<file path="config.mk">
export PLATFORM = sky130hd
export DESIGN_NAME = pdmo_port
export DESIGN_NICKNAME = d
export VERILOG_FILES = /design/src/rtl/pdmo_pkg.sv /design/src/rtl/pdmo_modulator.sv /design/src/rtl/pdmo_port.sv
export SDC_FILE = /design/constraint.sdc
export NUM_CORES = 1
export LEC_CHECK = 0
export ABC_AREA = 0
export BUFFER_PORTS_ARGS = -buffer_cell sky130_fd_sc_hd__buf_2
export CAP_MARGIN = 0
export CORE_ASPECT_RATIO = 1.25
export CORE_UTILIZATION = 35
export DETAILED_ROUTE_END_ITERATION = 8
export MAX_ROUTING_LAYER = met4
export PLACE_DENSITY = 0.58
export SYNTH_ARGS = -nofsm -noshare
export SYNTH_HDL_FRONTEND = slang
export SYNTH_HIERARCHICAL = 1
export SYNTH_SLANG_ARGS = --single-unit
</file>
<file path="constraint.sdc">
create_clock -name i_clk -period 4.3 [get_ports i_clk]
set_input_delay 0.645 -clock i_clk [delete_from_list [all_inputs] [get_ports i_clk]]
set_output_delay 0.645 -clock i_clk [all_outputs]
set_load 0.05 [all_outputs]
</file>
<file path="src/rtl/pdmo_pkg.sv">
// shared constants for the pdm output audio port
package pdmo_pkg;
   // core clock and default master pdm clock
   localparam int unsigned CLK_HZ = 20_000_000;
   localparam int unsigned PDM_MASTER_HZ = 3_072_000;
   // half period of the master pdm clock in core cycles, rounded down, at least one
   localparam int unsigned MASTER_HALF_RAW = CLK_HZ / (2 * PDM_MASTER_HZ);
   localparam int unsigned MASTER_HALF = (MASTER_HALF_RAW < 1) ? 1 : MASTER_HALF_RAW;
   localparam int unsigned DIV_W = 8;
   // supported slave pdm clock range in khz
   localparam int unsigned PDM_MIN_KHZ = 512;
   localparam int unsigned PDM_MAX_KHZ = 4800;
   // channel counts
   localparam int unsigned TX_CHANS = 2;
   localparam int unsigned RX_CHANS = 4;
   localparam int unsigned MIC_LINES = 2;
   localparam int unsigned RX_CH_W = 2;
   // sample format
   localparam int unsigned SAMPLE_W = 32;
   localparam int unsigned MOD_W = 16;
   // decimation and interpolation ratios in pdm bits per sample
   localparam int unsigned DEC_RATIO = 64;
   localparam int unsigned INTERP_RATIO = 64;
   localparam int unsigned RATIO_W = 7;
   // position of the ones count inside a decimated sample
   localparam int unsigned DEC_SHIFT = 25;
   localparam logic [SAMPLE_W-1:0] MID_SCALE = 32'h80000000;
   localparam logic [RATIO_W-1:0] DEC_FULL = 7'h40;
   localparam logic [RATIO_W-1:0] DEC_CLIP = 7'h3f;
   // reset values
   localparam logic [SAMPLE_W-1:0] SAMPLE_RST = 32'h00000000;
   localparam logic [MOD_W:0] ACC_RST = 17'h00000;
   localparam logic [MOD_W-1:0] SIGN_FLIP = 16'h8000;
   // clocking mode
   typedef enum logic [0:0] {
      PDMO_SLAVE = 1'b0,
      PDMO_MASTER = 1'b1
   } pdmo_mode_t;
   // frame emitter states
   typedef enum logic [0:0] {
      PDMO_IDLE = 1'b0,
      PDMO_EMIT = 1'b1
   } pdmo_emit_t;
endpackage

</file>
<file path="src/rtl/pdmo_modulator.sv">
// one transmit interpolation chain: sample hold plus first order one-bit modulator
`timescale 1ns/1ps
module pdmo_modulator
   import pdmo_pkg::*;
(
   input wire logic i_clk,
   input wire logic i_rst_b,
   input wire logic i_load,
   input wire logic [SAMPLE_W-1:0] i_sample,
   input wire logic i_step,
   output logic o_bit
);
   logic [MOD_W-1:0] hold_q;
   logic [MOD_W-1:0] hold_d;
   logic [MOD_W:0] acc_q;
   logic [MOD_W:0] sum;
   logic bit_q;

   // offset binary of the sample top, so a zero sample gives half density
   assign hold_d = i_sample[SAMPLE_W-1 -: MOD_W] ^ SIGN_FLIP;
   // carry of the error accumulator is the next pdm bit
   assign sum = {1'b0, acc_q[MOD_W-1:0]} + {1'b0, hold_q};

   // zero order hold between loads, accumulator advances once per bit slot
   always_ff @(posedge i_clk)
   begin
      if (!i_rst_b)
      begin
         hold_q <= SIGN_FLIP;
         acc_q <= ACC_RST;
         bit_q <= 1'b0;
      end
      else
      begin
         if (i_load)
            hold_q <= hold_d;
         if (i_step)
         begin
            acc_q <= sum;
            bit_q <= sum[MOD_W];
         end
      end
   end

   assign o_bit = bit_q;
endmodule

</file>
<file path="src/rtl/pdmo_port.sv">
// two channel pdm output port with receive decimation and stream mux
// Behaviour
// RQ1 - both transmit channels share the single pdm data output line
// RQ2 - one channel bit per clock edge, alternating between the two edges
// RQ3 - pdm clock pin is an input in slave mode, an output in master
// RQ4 - master mode drives the pdm clock near 3.072 mhz by default
// RQ5 - slave mode accepts any listed rate from 512 to 4800 khz
// RQ6 - two independent transmit interpolation chains feed the output path
// RQ7 - each chain turns samples into a one-bit oversampled pdm stream
// RQ8 - four receive decimation chains turn one-bit pdm input into samples
// RQ9 - received audio becomes common 32-bit integer samples before the mux
// RQ10 - received samples are synchronised into the core clock before muxing
// RQ11 - mux gathers samples into n-channel logical streams readable by address
// RQ12 - 32-bit transmit samples are converted into pdm line encoding
// RQ13 - mux offers a low latency path beside its buffered path
// RQ14 - mux captures wall clock timestamps of audio samples
// RQ15 - first channel valid at rising edge, second at falling edge
// RQ16 - slave times output from incoming clock, master from internal divider
`timescale 1ns/1ps
module pdmo_port
   import pdmo_pkg::*;
#(
   parameter int unsigned HALF_DIV = MASTER_HALF
)
(
   input wire logic i_clk,
   input wire logic i_rst_b,
   input wire logic i_clk_master,
   input wire logic i_pdm_clk_in,
   output logic o_pdm_clk_out,
   output logic o_pdm_clk_oe,
   output logic o_pdm_data,
   output logic o_pdm_data_oe,
   input wire logic [TX_CHANS-1:0][SAMPLE_W-1:0] i_tx_data,
   input wire logic [TX_CHANS-1:0] i_tx_valid,
   output logic [TX_CHANS-1:0] o_tx_ready,
   input wire logic [MIC_LINES-1:0] i_mic_data,
   input wire logic [SAMPLE_W-1:0] i_wall_time,
   output logic o_ll_valid,
   output logic [RX_CH_W-1:0] o_ll_chan,
   output logic [SAMPLE_W-1:0] o_ll_data,
   output logic o_strm_valid,
   output logic [RX_CH_W-1:0] o_strm_chan,
   output logic [SAMPLE_W-1:0] o_strm_data,
   output logic [SAMPLE_W-1:0] o_strm_stamp,
   input wire logic [RX_CH_W-1:0] i_rd_chan,
   output logic [SAMPLE_W-1:0] o_rd_data,
   output logic [SAMPLE_W-1:0] o_rd_stamp
);
   localparam logic [DIV_W-1:0] HALF_LAST = DIV_W'(HALF_DIV - 1);

   // ---- clocking mode and pdm clock edges ----
   pdmo_mode_t mode;
   logic [DIV_W-1:0] div_q;
   logic [DIV_W-1:0] div_d;
   logic mclk_q;
   logic mclk_d;
   logic div_wrap;
   logic [2:0] sclk_q;
   logic s_rise;
   logic s_fall;
   logic m_rise;
   logic m_fall;
   logic pdm_rise;
   logic pdm_fall;

   assign mode = pdmo_mode_t'(i_clk_master);

   // master divider runs from the core clock only
   assign div_wrap = (div_q == HALF_LAST);
   assign div_d = div_wrap ? '0 : div_q + DIV_W'(1);
   assign m_rise = (mode == PDMO_MASTER) && div_wrap && !mclk_q; // [RQ16]
   assign m_fall = (mode == PDMO_MASTER) && div_wrap && mclk_q;
   // next master clock level, so the pin moves on the same edge as the data
   assign mclk_d = div_wrap ? !mclk_q : mclk_q;

   // slave edges come from the synchronised pin; stage 0 read only by stage 1
   assign s_rise = (mode == PDMO_SLAVE) && sclk_q[1] && !sclk_q[2]; // [RQ16] [RQ5]
   assign s_fall = (mode == PDMO_SLAVE) && !sclk_q[1] && sclk_q[2];
   assign pdm_rise = s_rise || m_rise;
   assign pdm_fall = s_fall || m_fall;

   // divider and master clock flop
   always_ff @(posedge i_clk)
   begin
      if (!i_rst_b || mode == PDMO_SLAVE)
      begin
         div_q <= '0;
         mclk_q <= 1'b0;
      end
      else
      begin
         div_q <= div_d;
         if (div_wrap)
            mclk_q <= !mclk_q; // [RQ4]
      end
   end

   // incoming pdm clock synchroniser
   always_ff @(posedge i_clk)
   begin
      if (!i_rst_b)
         sclk_q <= 3'h0;
      else
         sclk_q <= {sclk_q[1:0], i_pdm_clk_in};
   end

   // clock pin direction follows the mode
   always_ff @(posedge i_clk)
   begin
      if (!i_rst_b)
      begin
         o_pdm_clk_out <= 1'b0;
         o_pdm_clk_oe <= 1'b0;
      end
      else
      begin
         o_pdm_clk_out <= (mode == PDMO_MASTER) && mclk_d; // [RQ15]
         o_pdm_clk_oe <= (mode == PDMO_MASTER); // [RQ3]
      end
   end

   // ---- transmit path ----
   logic [TX_CHANS-1:0] tx_bit;
   logic [TX_CHANS-1:0] tx_step;
   logic [TX_CHANS-1:0] tx_load;
   logic [RATIO_W-1:0] slot_q;
   logic slot_wrap;

   // chan 0 steps after a falling edge so its new bit is steady at the rise
   assign tx_step[0] = pdm_fall; // [RQ15]
   assign tx_step[1] = pdm_rise; // [RQ15]
   assign slot_wrap = pdm_rise && (slot_q == RATIO_W'(INTERP_RATIO - 1));
   assign tx_load = o_tx_ready & i_tx_valid;

   // one interpolation chain per transmit channel
   generate
      for (genvar c = 0; c < TX_CHANS; c++)
      begin : g_tx
         pdmo_modulator u_mod ( // [RQ6] [RQ7] [RQ12]
            .i_clk(i_clk),
            .i_rst_b(i_rst_b),
            .i_load(tx_load[c]),
            .i_sample(i_tx_data[c]),
            .i_step(tx_step[c]),
            .o_bit(tx_bit[c])
         );
      end
   endgenerate

   // sample slot counter offers a fresh sample every interp ratio periods
   always_ff @(posedge i_clk)
   begin
      if (!i_rst_b)
      begin
         slot_q <= '0;
         o_tx_ready <= '0;
      end
      else
      begin
         if (pdm_rise)
            slot_q <= slot_wrap ? '0 : slot_q + RATIO_W'(1);
         o_tx_ready <= slot_wrap ? {TX_CHANS{1'b1}} : o_tx_ready & ~i_tx_valid;
      end
   end

   // shared data line: chan 0 bit after a fall, chan 1 bit after a rise
   always_ff @(posedge i_clk)
   begin
      if (!i_rst_b)
      begin
         o_pdm_data <= 1'b0;
         o_pdm_data_oe <= 1'b0;
      end
      else
      begin
         o_pdm_data_oe <= 1'b1; // [RQ1]
         if (pdm_fall)
            o_pdm_data <= tx_bit[0]; // [RQ2]
         else if (pdm_rise)
            o_pdm_data <= tx_bit[1]; // [RQ2]
      end
   end

   // ---- receive decimation ----
   logic [1:0] mic0_q;
   logic [1:0] mic1_q;
   logic [RX_CHANS-1:0] rx_bit;
   logic [RX_CHANS-1:0] rx_edge;
   logic [RX_CHANS-1:0] rx_done;
   logic [RX_CHANS-1:0][RATIO_W-1:0] ones_q;
   logic [RX_CHANS-1:0][RATIO_W-1:0] cnt_q;
   logic [RX_CHANS-1:0][SAMPLE_W-1:0] rx_sample;

   // microphone lines cross into the core clock through two flops
   always_ff @(posedge i_clk)
   begin
      if (!i_rst_b)
      begin
         mic0_q <= 2'h0;
         mic1_q <= 2'h0;
      end
      else
      begin
         mic0_q <= {mic0_q[0], i_mic_data[0]}; // [RQ10]
         mic1_q <= {mic1_q[0], i_mic_data[1]}; // [RQ10]
      end
   end

   // even chains sample at the rise, odd chains at the fall
   assign rx_bit = {mic1_q[1], mic1_q[1], mic0_q[1], mic0_q[1]};
   assign rx_edge = {pdm_fall, pdm_rise, pdm_fall, pdm_rise};

   // integrate and dump per chain, ones count shifted up by DEC_SHIFT, then MID_SCALE subtracted
   generate
      for (genvar r = 0; r < RX_CHANS; r++)
      begin : g_rx
         logic [RATIO_W-1:0] total;
         logic [RATIO_W-1:0] clip;
         assign total = ones_q[r] + RATIO_W'(rx_bit[r]);
         assign clip = (total == DEC_FULL) ? DEC_CLIP : total;
         assign rx_done[r] = rx_edge[r] && (cnt_q[r] == RATIO_W'(DEC_RATIO - 1));
         assign rx_sample[r] = ({{(SAMPLE_W-RATIO_W){1'b0}}, clip} << DEC_SHIFT) - MID_SCALE; // [RQ9]

         always_ff @(posedge i_clk)
         begin
            if (!i_rst_b)
            begin
               ones_q[r] <= '0;
               cnt_q[r] <= '0;
            end
            else if (rx_edge[r])
            begin
               ones_q[r] <= rx_done[r] ? '0 : total; // [RQ8]
               cnt_q[r] <= rx_done[r] ? '0 : cnt_q[r] + RATIO_W'(1);
            end
         end
      end
   endgenerate

   // ---- stream mux ----
   logic [SAMPLE_W-1:0] buf_data [RX_CHANS];
   logic [SAMPLE_W-1:0] buf_stamp [RX_CHANS];
   logic [RX_CHANS-1:0] fresh_q;
   logic [RX_CH_W-1:0] done_idx;
   logic any_done;
   pdmo_emit_t emit_q;
   logic [RX_CH_W-1:0] emit_idx_q;
   logic emit_last;

   // lowest finishing chain wins the low latency slot this cycle
   assign any_done = |rx_done;
   assign done_idx = rx_done[0] ? 2'h0 : rx_done[1] ? 2'h1 : rx_done[2] ? 2'h2 : 2'h3;
   assign emit_last = (emit_idx_q == RX_CH_W'(RX_CHANS - 1));

   // buffered copy of each chain with its timestamp
   always_ff @(posedge i_clk)
   begin
      for (int k = 0; k < RX_CHANS; k++)
      begin
         if (!i_rst_b)
         begin
            buf_data[k] <= SAMPLE_RST;
            buf_stamp[k] <= SAMPLE_RST;
         end
         else if (rx_done[k])
         begin
            buf_data[k] <= rx_sample[k]; // [RQ11]
            buf_stamp[k] <= i_wall_time; // [RQ14]
         end
      end
   end

   // low latency path passes a sample the cycle after it is decimated
   always_ff @(posedge i_clk)
   begin
      if (!i_rst_b)
      begin
         o_ll_valid <= 1'b0;
         o_ll_chan <= '0;
         o_ll_data <= SAMPLE_RST;
      end
      else
      begin
         o_ll_valid <= any_done; // [RQ13]
         o_ll_chan <= done_idx;
         o_ll_data <= rx_sample[done_idx];
      end
   end

   // frame emitter: once all chains are fresh, emits an n-channel frame
   always_ff @(posedge i_clk)
   begin
      if (!i_rst_b)
      begin
         emit_q <= PDMO_IDLE;
         emit_idx_q <= '0;
         fresh_q <= '0;
         o_strm_valid <= 1'b0;
         o_strm_chan <= '0;
         o_strm_data <= SAMPLE_RST;
         o_strm_stamp <= SAMPLE_RST;
      end
      else
      begin
         o_strm_valid <= 1'b0;
         case (emit_q)
            PDMO_IDLE:
            begin
               fresh_q <= fresh_q | rx_done;
               emit_idx_q <= '0;
               if (&fresh_q)
               begin
                  emit_q <= PDMO_EMIT;
                  fresh_q <= rx_done;
               end
            end
            PDMO_EMIT:
            begin
               fresh_q <= fresh_q | rx_done;
               o_strm_valid <= 1'b1; // [RQ11]
               o_strm_chan <= emit_idx_q;
               o_strm_data <= buf_data[emit_idx_q];
               o_strm_stamp <= buf_stamp[emit_idx_q]; // [RQ14]
               emit_idx_q <= emit_idx_q + RX_CH_W'(1);
               if (emit_last)
                  emit_q <= PDMO_IDLE;
            end
            default:
               emit_q <= PDMO_IDLE;
         endcase
      end
   end

   // addressed read of the latest sample of any chain
   always_ff @(posedge i_clk)
   begin
      if (!i_rst_b)
      begin
         o_rd_data <= SAMPLE_RST;
         o_rd_stamp <= SAMPLE_RST;
      end
      else
      begin
         o_rd_data <= buf_data[i_rd_chan]; // [RQ11]
         o_rd_stamp <= buf_stamp[i_rd_chan];
      end
   end
endmodule

</file>
==> metrics.md, run 1 <==
| Metric | Value |
|---|---|
| Met3 Use GR | 0.03300 |
| Vias/cell | 4.973 |
| Resize count post-CTS | 0 |
| Hold crit path type | input port to flop |
| Row Count | 96 |
| Min Clock Period, post-route | 2937 ps |
| CTS tree | built |
| ANT nets after route | 0 |
| Crit path largest cell delay | 690 ps |
| Hold Path Sink | sclk_q[0] |
| Tot GR Track Use | 0.1678 |
| DRC errors left | 0 |
| Clock power share | 0.443 |
| Ys Warns | 6 |
| DRT iter0 DRCs | 596 |
| Final hold vios | 0 |
| CTS Buffer Depth | 3 |
| Setup bufs post-CTS | 0 |
| Normalized max-slew margin | 0.3045 |
| RePlAce Congestion | 0.8676 |
| CP endpoint kind | flop |
| Hold Path Cell Cnt | 2 |
| Distinct cells, synth | 105 |
| Yosys top cell by area | dfxtp_1 |
| Power per cell area | 383.9 nW/µm² |
| R2R Path Start | div_q[0] |
| Maximum vdd drop | 260.6 µV |
| TNS Setup | 0 ps |
| GR Util met1 | 0.1853 |
| Hold_buf cts | 0 |
| Core footprint | 55010 µm² |
| Routed Wire Length | 46.74 mm |
| Synth top area cells | dfxtp_1 26%, edfxtp_1 24%, mux4_2 8.8% |
| Mean post-synth cell area | 11.24 µm² |
| Routed wire per std cell | 17.56 µm |
| Initial Utilization | 0.3551 |
| Design area | 22320 µm² |
| Post-DP HPWL | 31.11 mm |
| CTS sink cnt | 405 |
| Placed inst area | 20860 µm² |
| Fmax | 340.4 MHz |
| Full die area | 56770 µm² |
| R2R setup slack | 1360 ps |
| P_leak | 8.393 nW |
| Gr ovfl total | 0 |
| Vias | 13240 |
| Fin Clk Skew | 16.88 ps |
| Setup CP Type | flop to flop |
| Synth top area share | 0.2552 |
| Clock-pin slew on the worst setup and hold paths | 60 ps |
| Layout cells sized above 1 | 0.2070 |
| Worst slew pin tran | 1043 ps |
| Worst setup SP type | flop |
| Critical Path Fanout Max | 23 |
| Critical Path AT | 3220 ps |
| Seq pwr share | 0.484 |
| DIE WIDTH | 213.3 µm |
| First-pass GRT wire length | 72.02 mm |
| Chip height | 266.1 µm |
| Mapped Area | 19530 µm² |
| Worst-Skew Late Latency | 570 ps |
| Internal Power | 0.006485 W |
| Met2 usage in global routing | 0.3009 |
| Switching power | 0.002085 W |
| Status | completed |
| Final setup viols | 0 |
| Top_reg_cell synth | dfxtp_1 |
| Largest net degree at the start of global routing | 58 |
| H-tree depth | 2 |
| Iteration count of the initial detailed-routing pass | 7 |
| Async SR Flop Fraction | 0 |
| Hold_sp | i_pdm_clk_in |
| Post-synthesis sequential area ratio | 0.4950 |
| R2R Path End | buf_stamp[1][19] |
| Combinational share of power | 0.074 |
| Initial antenna violation count | 5 |
| R2R depth | 7 |
| Num ports | 278 |
| Root Buffer Master | clkbuf_16 |
| Post-synth EDFFs | 156 |
| Max-cap viol count | 0 |
| Post-Synthesis Cells | 1738 |
| Slew Viols, Final | 0 |
| Critical path cell sequence | inv_1 -> ha_1 -> nor4b_2 -> and4_1 -> o21ai_1 -> nand2_2 -> buf_4 |
| CP max stage cell | o21ai_1 |
| Area Overhead vs Synth | 14.28% |
| Vias in the first global route | 13370 |
| Num CTS Buffers | 43 |
| RSZ-0062 raised after global routing | false |
| PortBufs | 170 |
| Global route hottest layer | met2 |
| Period utilization | 0.6831 |
| Yosys reg bits | 405 |
| Req. time, crit path | 4580 ps |
| Switch share | 0.2433 |
| Final #Nets | 2046 |
==> sequential cells by signal, summed over array words and instances (netlist names), 8 cells and up <==
signal / cells
buf_stamp: 128
g_tx.u_mod/hold_q: 32
cnt_q: 28
div_q: 8
o_strm_stamp: 32
o_rd_stamp: 32
buf_data: 28
g_tx.u_mod/acc_q: 32
ones_q: 28
==> per-layer routing <==
layer  share of wire  wire length, µm  up-vias
li1                -                -     6436
met1            0.40            18890     6457
met2            0.52            24370      264
met3           0.048             2251       80
met4           0.026             1226        0
met5               0                0        -
==> synthesized netlist by cell type (5+ instances only) <==
master and n:
a21oi_1 67, nand3_1 49, or3_1 11, a31oi_1 14
nor2b_1 27, mux2i_1 84, edfxtp_1 156, nor3_1 22
and2_1 190, a211oi_1 7, o21a_1 6, clkbuf_1 55
and3_1 11, nand2b_1 5, buf_2 16, xor2_1 34
o21ai_0 29, dfxtp_1 249, and4_1 6, nor2_1 153
mux4_2 76, nand2_1 103, a21o_1 8, o211ai_1 12
ha_1 48, xnor2_1 33, a211o_1 5, buf_1 10
o22ai_1 7, nand3b_1 7, nand4_1 20, buf_4 76
inv_1 25, o21ai_1 6
==> worst max-delay path: cells and delay by family (launching register included) <==
family | cells | cell delay [ps]
AO/OA/AOI/OAI | 1 | 690
adder cells (fa/ha/maj) | 1 | 190
buffers and inverters | 2 | 480
flip-flops | 1 | 380
AND/OR/NAND/NOR | 3 | 880
==> cell families after synthesis <==
logic type	after synthesis	synth area share
buffers and inverters	189	0.05284
other	1	0.0001920
adder cells (fa/ha/maj)	50	0.03280
flip-flops	405	0.4950
AO/OA/AOI/OAI	223	0.08071
AND/OR/NAND/NOR	641	0.1766
multiplexers	162	0.1318
XOR/XNOR	67	0.03004
==> layout by cell type, fill, tap and decap left out, drive strengths merged, types with 4 or more instances in the layout <==
| cell type | instances |
|---|---|
| a211o | 6 |
| a211oi | 9 |
| a21o | 8 |
| a21oi | 71 |
| a31oi | 14 |
| a41o | 4 |
| and2 | 191 |
| and3 | 11 |
| and4 | 9 |
| buf | 192 |
| clkbuf | 57 |
| clkinv | 16 |
| conb | 75 |
| dfxtp | 249 |
| diode | 4 |
| edfxtp | 156 |
| ha | 48 |
| inv | 31 |
| mux2i | 84 |
| mux4 | 76 |
| nand2 | 104 |
| nand2b | 5 |
| nand3 | 52 |
| nand3b | 7 |
| nand4 | 20 |
| nand4b | 4 |
| nor2 | 156 |
| nor2b | 27 |
| nor3 | 24 |
| nor3b | 4 |
| o211ai | 12 |
| o21a | 7 |
| o21ai | 37 |
| o21bai | 4 |
| o22ai | 8 |
| or3 | 13 |
| xnor2 | 33 |
| xor2 | 34 |
==> power groups by stage <==
stage	Clock (W)	Combinational [W]	Sequential, W
3_3_place_gp	0	0.000634	0.00422
3_5_place_dp	0	0.000638	0.00423
6_report	0.00380	0.000630	0.00414
5_1_grt	0.00404	0.000670	0.00416
4_1_cts	0.00390	0.000638	0.00415
2_1_floorplan	0	0.000416	0.00433
==> layout make-up <==
class	instances	area, µm²
inverter	30	112.6
fill	5433	32690
tap	735	919.6
timing repair buffer	192	1018
clock inverter	21	210.2
sequential	405	9673
antenna	4	10.01
clock buffer	57	1240
multi-input combinational	1218	9139
==> how the worst max path moves through the flow <==
stage | start | slack, ps | end | cells past startpoint
after floorplan | div_q[0] | 680 | buf_data[3][25] | 7
after global placement | i_clk_master | 1430 | g_tx[1].u_mod/acc_q[11] | 8
after detailed placement | div_q[0] | 1370 | buf_stamp[1][20] | 7
after CTS | div_q[0] | 1340 | buf_stamp[1][2] | 7
after global routing | div_q[0] | 1220 | buf_stamp[1][19] | 7
final | div_q[0] | 1360 | buf_stamp[1][19] | 7
==> per-stage QoR <==
step / hold WS, ps / std cells / setup slack [ps] / util / power [W]
final: 284.6 / 2662 / 1363 / 0.4058 / 0.008570
after global routing: 263.0 / 2662 / 1220 / 0.4058 / 0.008867
after CTS: 255.8 / 2658 / 1336 / 0.4056 / 0.008683
after detailed placement: 422.3 / 2580 / 1366 / 0.3792 / 0.004868
after global placement: 413.6 / 2580 / 1429 / 0.3792 / 0.004854
after floorplan: 407.1 / 1812 / 676.5 / - / 0.004744
No activity file was read; power rests on OpenSTA's default activity.
==> run 2: changes to the inputs <==
==> constraint.sdc (replaced) <==
create_clock -name i_clk -period 2.9 [get_ports i_clk]
set_input_delay 0.435 -clock i_clk [delete_from_list [all_inputs] [get_ports i_clk]]
set_output_delay 0.435 -clock i_clk [all_outputs]
set_load 0.05 [all_outputs]
==> run 2 against run 1 <==
Cell area is 0.92% higher. Register-to-register slack worse by 1000 ps. Wire length is 0.87% lower. Setup slack worse by 1000 ps. Sequential cell count stayed put. Clock power is 51% higher. Largest cell class unchanged.
==> metrics.md, run 2 (synthesis results as in run 1) <==
| Metric | Value |
|---|---|
| Worst setup SP type | flop (unchanged) |
| R2R depth | 8 (was 7) |
| Largest net degree at the start of global routing | 78 (was 58) |
| Resize count post-CTS | 0 (unchanged) |
| Post-DP HPWL | 30.94 mm (was 31.11 mm) |
| Num ports | 278 (unchanged) |
| DIE WIDTH | 213.3 µm (unchanged) |
| Full die area | 56770 µm² (unchanged) |
| Req. time, crit path | 3400 ps (was 4580 ps) |
| Most frequent cells in the layout | 246 x dfxtp_1, 190 x and2_1, 169 x buf_2 (unchanged) |
| Hold crit path type | input port to flop (unchanged) |
| Area Overhead vs Synth | 15.33% (was 14.28%) |
| Final setup viols | 0 (unchanged) |
| Cell count after placement | 2593 (was 2580) |
| Max FFs per register | 128 (unchanged) |
| R2R Path Start | mic0_q[1] (was div_q[0]) |
| Status | completed (unchanged) |
| RSZ-0062 raised after global routing | false (unchanged) |
| Initial antenna violation count | 2 (was 5) |
| Critical Path AT | 3070 ps (was 3220 ps) |
| R2R setup slack | 340 ps (was 1360 ps) |
| Placed inst area | 21060 µm² (was 20860 µm²) |
| Slew Viols, Final | 0 (unchanged) |
| CP endpoint kind | flop (unchanged) |
| Fin Clk Skew | 24.03 ps (was 16.88 ps) |
| Final core utilization | 0.4095 (was 0.4058) |
| Routed Wire Length | 46.33 mm (was 46.74 mm) |
| Hold Path Sink | mic0_q[0] (was sclk_q[0]) |
| Tot Pwr | 0.01281 W (was 0.008570 W) |
| Routed wire per std cell | 17.32 µm (was 17.56 µm) |
| Vias in the first global route | 13270 (was 13370) |
| Max-cap viol count | 0 (unchanged) |
| Hold_sp | i_mic_data[0] (was i_pdm_clk_in) |
| Final hold vios | 0 (unchanged) |
| DRC errors left | 0 (unchanged) |
| Biggest register | buf_stamp (unchanged) |
| Final cell count without fillers | 2675 (was 2662) |
| R2R Path End | o_ll_data[31] (was buf_stamp[1][19]) |
| First-pass GRT wire length | 71.95 mm (was 72.02 mm) |
| Root Buffer Master | clkbuf_16 (unchanged) |
| Period utilization | 0.8838 (was 0.6831) |
| CTS tree | built (unchanged) |
| Setup bufs post-CTS | 0 (unchanged) |
| Final #Nets | 2061 (was 2046) |
| Num CTS Buffers | 45 (was 43) |
| Fmax | 390.2 MHz (was 340.4 MHz) |
| DRT iter0 DRCs | 469 (was 596) |
| CTS Buffer Depth | 3 (unchanged) |
| Initial Utilization | 0.3551 (unchanged) |
| Tot GR Track Use | 0.1683 (was 0.1678) |
| Setup CP Type | flop to flop (unchanged) |
| TNS Setup | 0 ps (unchanged) |
| Iteration count of the initial detailed-routing pass | 5 (was 7) |
| Most common cell after layout, fill and taps aside | dfxtp_1 (unchanged) |
| Power per cell area | 568.7 nW/µm² (was 383.9 nW/µm²) |
| Worst-Skew Late Latency | 580 ps (was 570 ps) |
| Design area | 22530 µm² (was 22320 µm²) |
| Vias/cell | 4.936 (was 4.973) |
| CTS sink cnt | 405 (unchanged) |
| Clock-pin slew on the worst setup and hold paths | 60 ps (about the same) |
| RePlAce Congestion | 0.8924 (was 0.8676) |
| Min Clock Period, post-route | 2563 ps (was 2937 ps) |
| P_leak | 8.480 nW (was 8.393 nW) |
| Critical Path Fanout Max | 6 (was 23) |
| Worst slew pin tran | 733.4 ps (was 1043 ps) |
| Hold_buf cts | 0 (unchanged) |
| Maximum vdd drop | 381.0 µV (was 260.6 µV) |
| PortBufs | 170 (unchanged) |
| Normalized max-slew margin | 0.5105 (was 0.3045) |
| Row Count | 96 (unchanged) |
| ANT nets after route | 0 (unchanged) |
| Core footprint | 55010 µm² (unchanged) |
| Gr ovfl total | 0 (unchanged) |
| Chip height | 266.1 µm (unchanged) |
| H-tree depth | 2 (unchanged) |
| Layout cells sized above 1 | 0.2064 (was 0.2070) |
| Hold Path Cell Cnt | 2 (unchanged) |
| Vias | 13210 (was 13240) |
[run 2: critical path, stage by stage (launching register included)]
cell	delay, ps
dfxtp_1	380
ha_1	270
ha_1	220
or2_1	260
o22a_1	190
nor3_1	440
a31oi_1	280
o32ai_1	200
a22o_1	230
[run 2: how the worst max path moves through the flow]
stage,startpoint,end,slack [ps],cells after the start
global placement,div_q[0],g_tx[0].u_mod/acc_q[8],340,10
CTS,div_q[0],g_tx[0].u_mod/acc_q[8],330,10
global route,mic1_q[1],o_ll_data[26],200,8
detailed placement,div_q[0],g_tx[0].u_mod/acc_q[8],350,10
finish,mic0_q[1],o_ll_data[31],340,8
floorplan,div_q[0],buf_data[3][25],60,7
[run 2: layer usage]
metal	share of wire	GRT usage	up-vias
met5	0	-	-
met4	0.025	0.05425	0
met3	0.053	0.03607	86
met2	0.53	0.3008	282
met1	0.39	0.1835	6385
li1	-	-	6452
[run 2: power breakdown]
part / internal (W) / total [W] / switching [W]
logic: 0.000273 / 0.000950 / 0.000677
registers: 0.00607 / 0.00615 / 0.0000760
clock network: 0.00342 / 0.00572 / 0.00230
total: 0.00976 / 0.0128 / 0.00305
[run 2: through the flow]
step | hold slack (ps) | worst slack, ps
final | 72.70 | 337.1
after global routing | 54.11 | 195.5
after CTS | 35.46 | 334.0
after detailed placement | 421.6 | 352.3
after global placement | 416.4 | 335.2
after floorplan | 407.1 | 61.38
[run 2: area by class of cell]
type                       instances  area, µm²
fill                            5401      32480
sequential                       405       9673
multi-input combinational       1218       9134
clock buffer                      65       1282
timing repair buffer             205       1216
tap                              735      919.6
clock inverter                    15      186.4
inverter                          30      112.6
antenna                            2      5.005
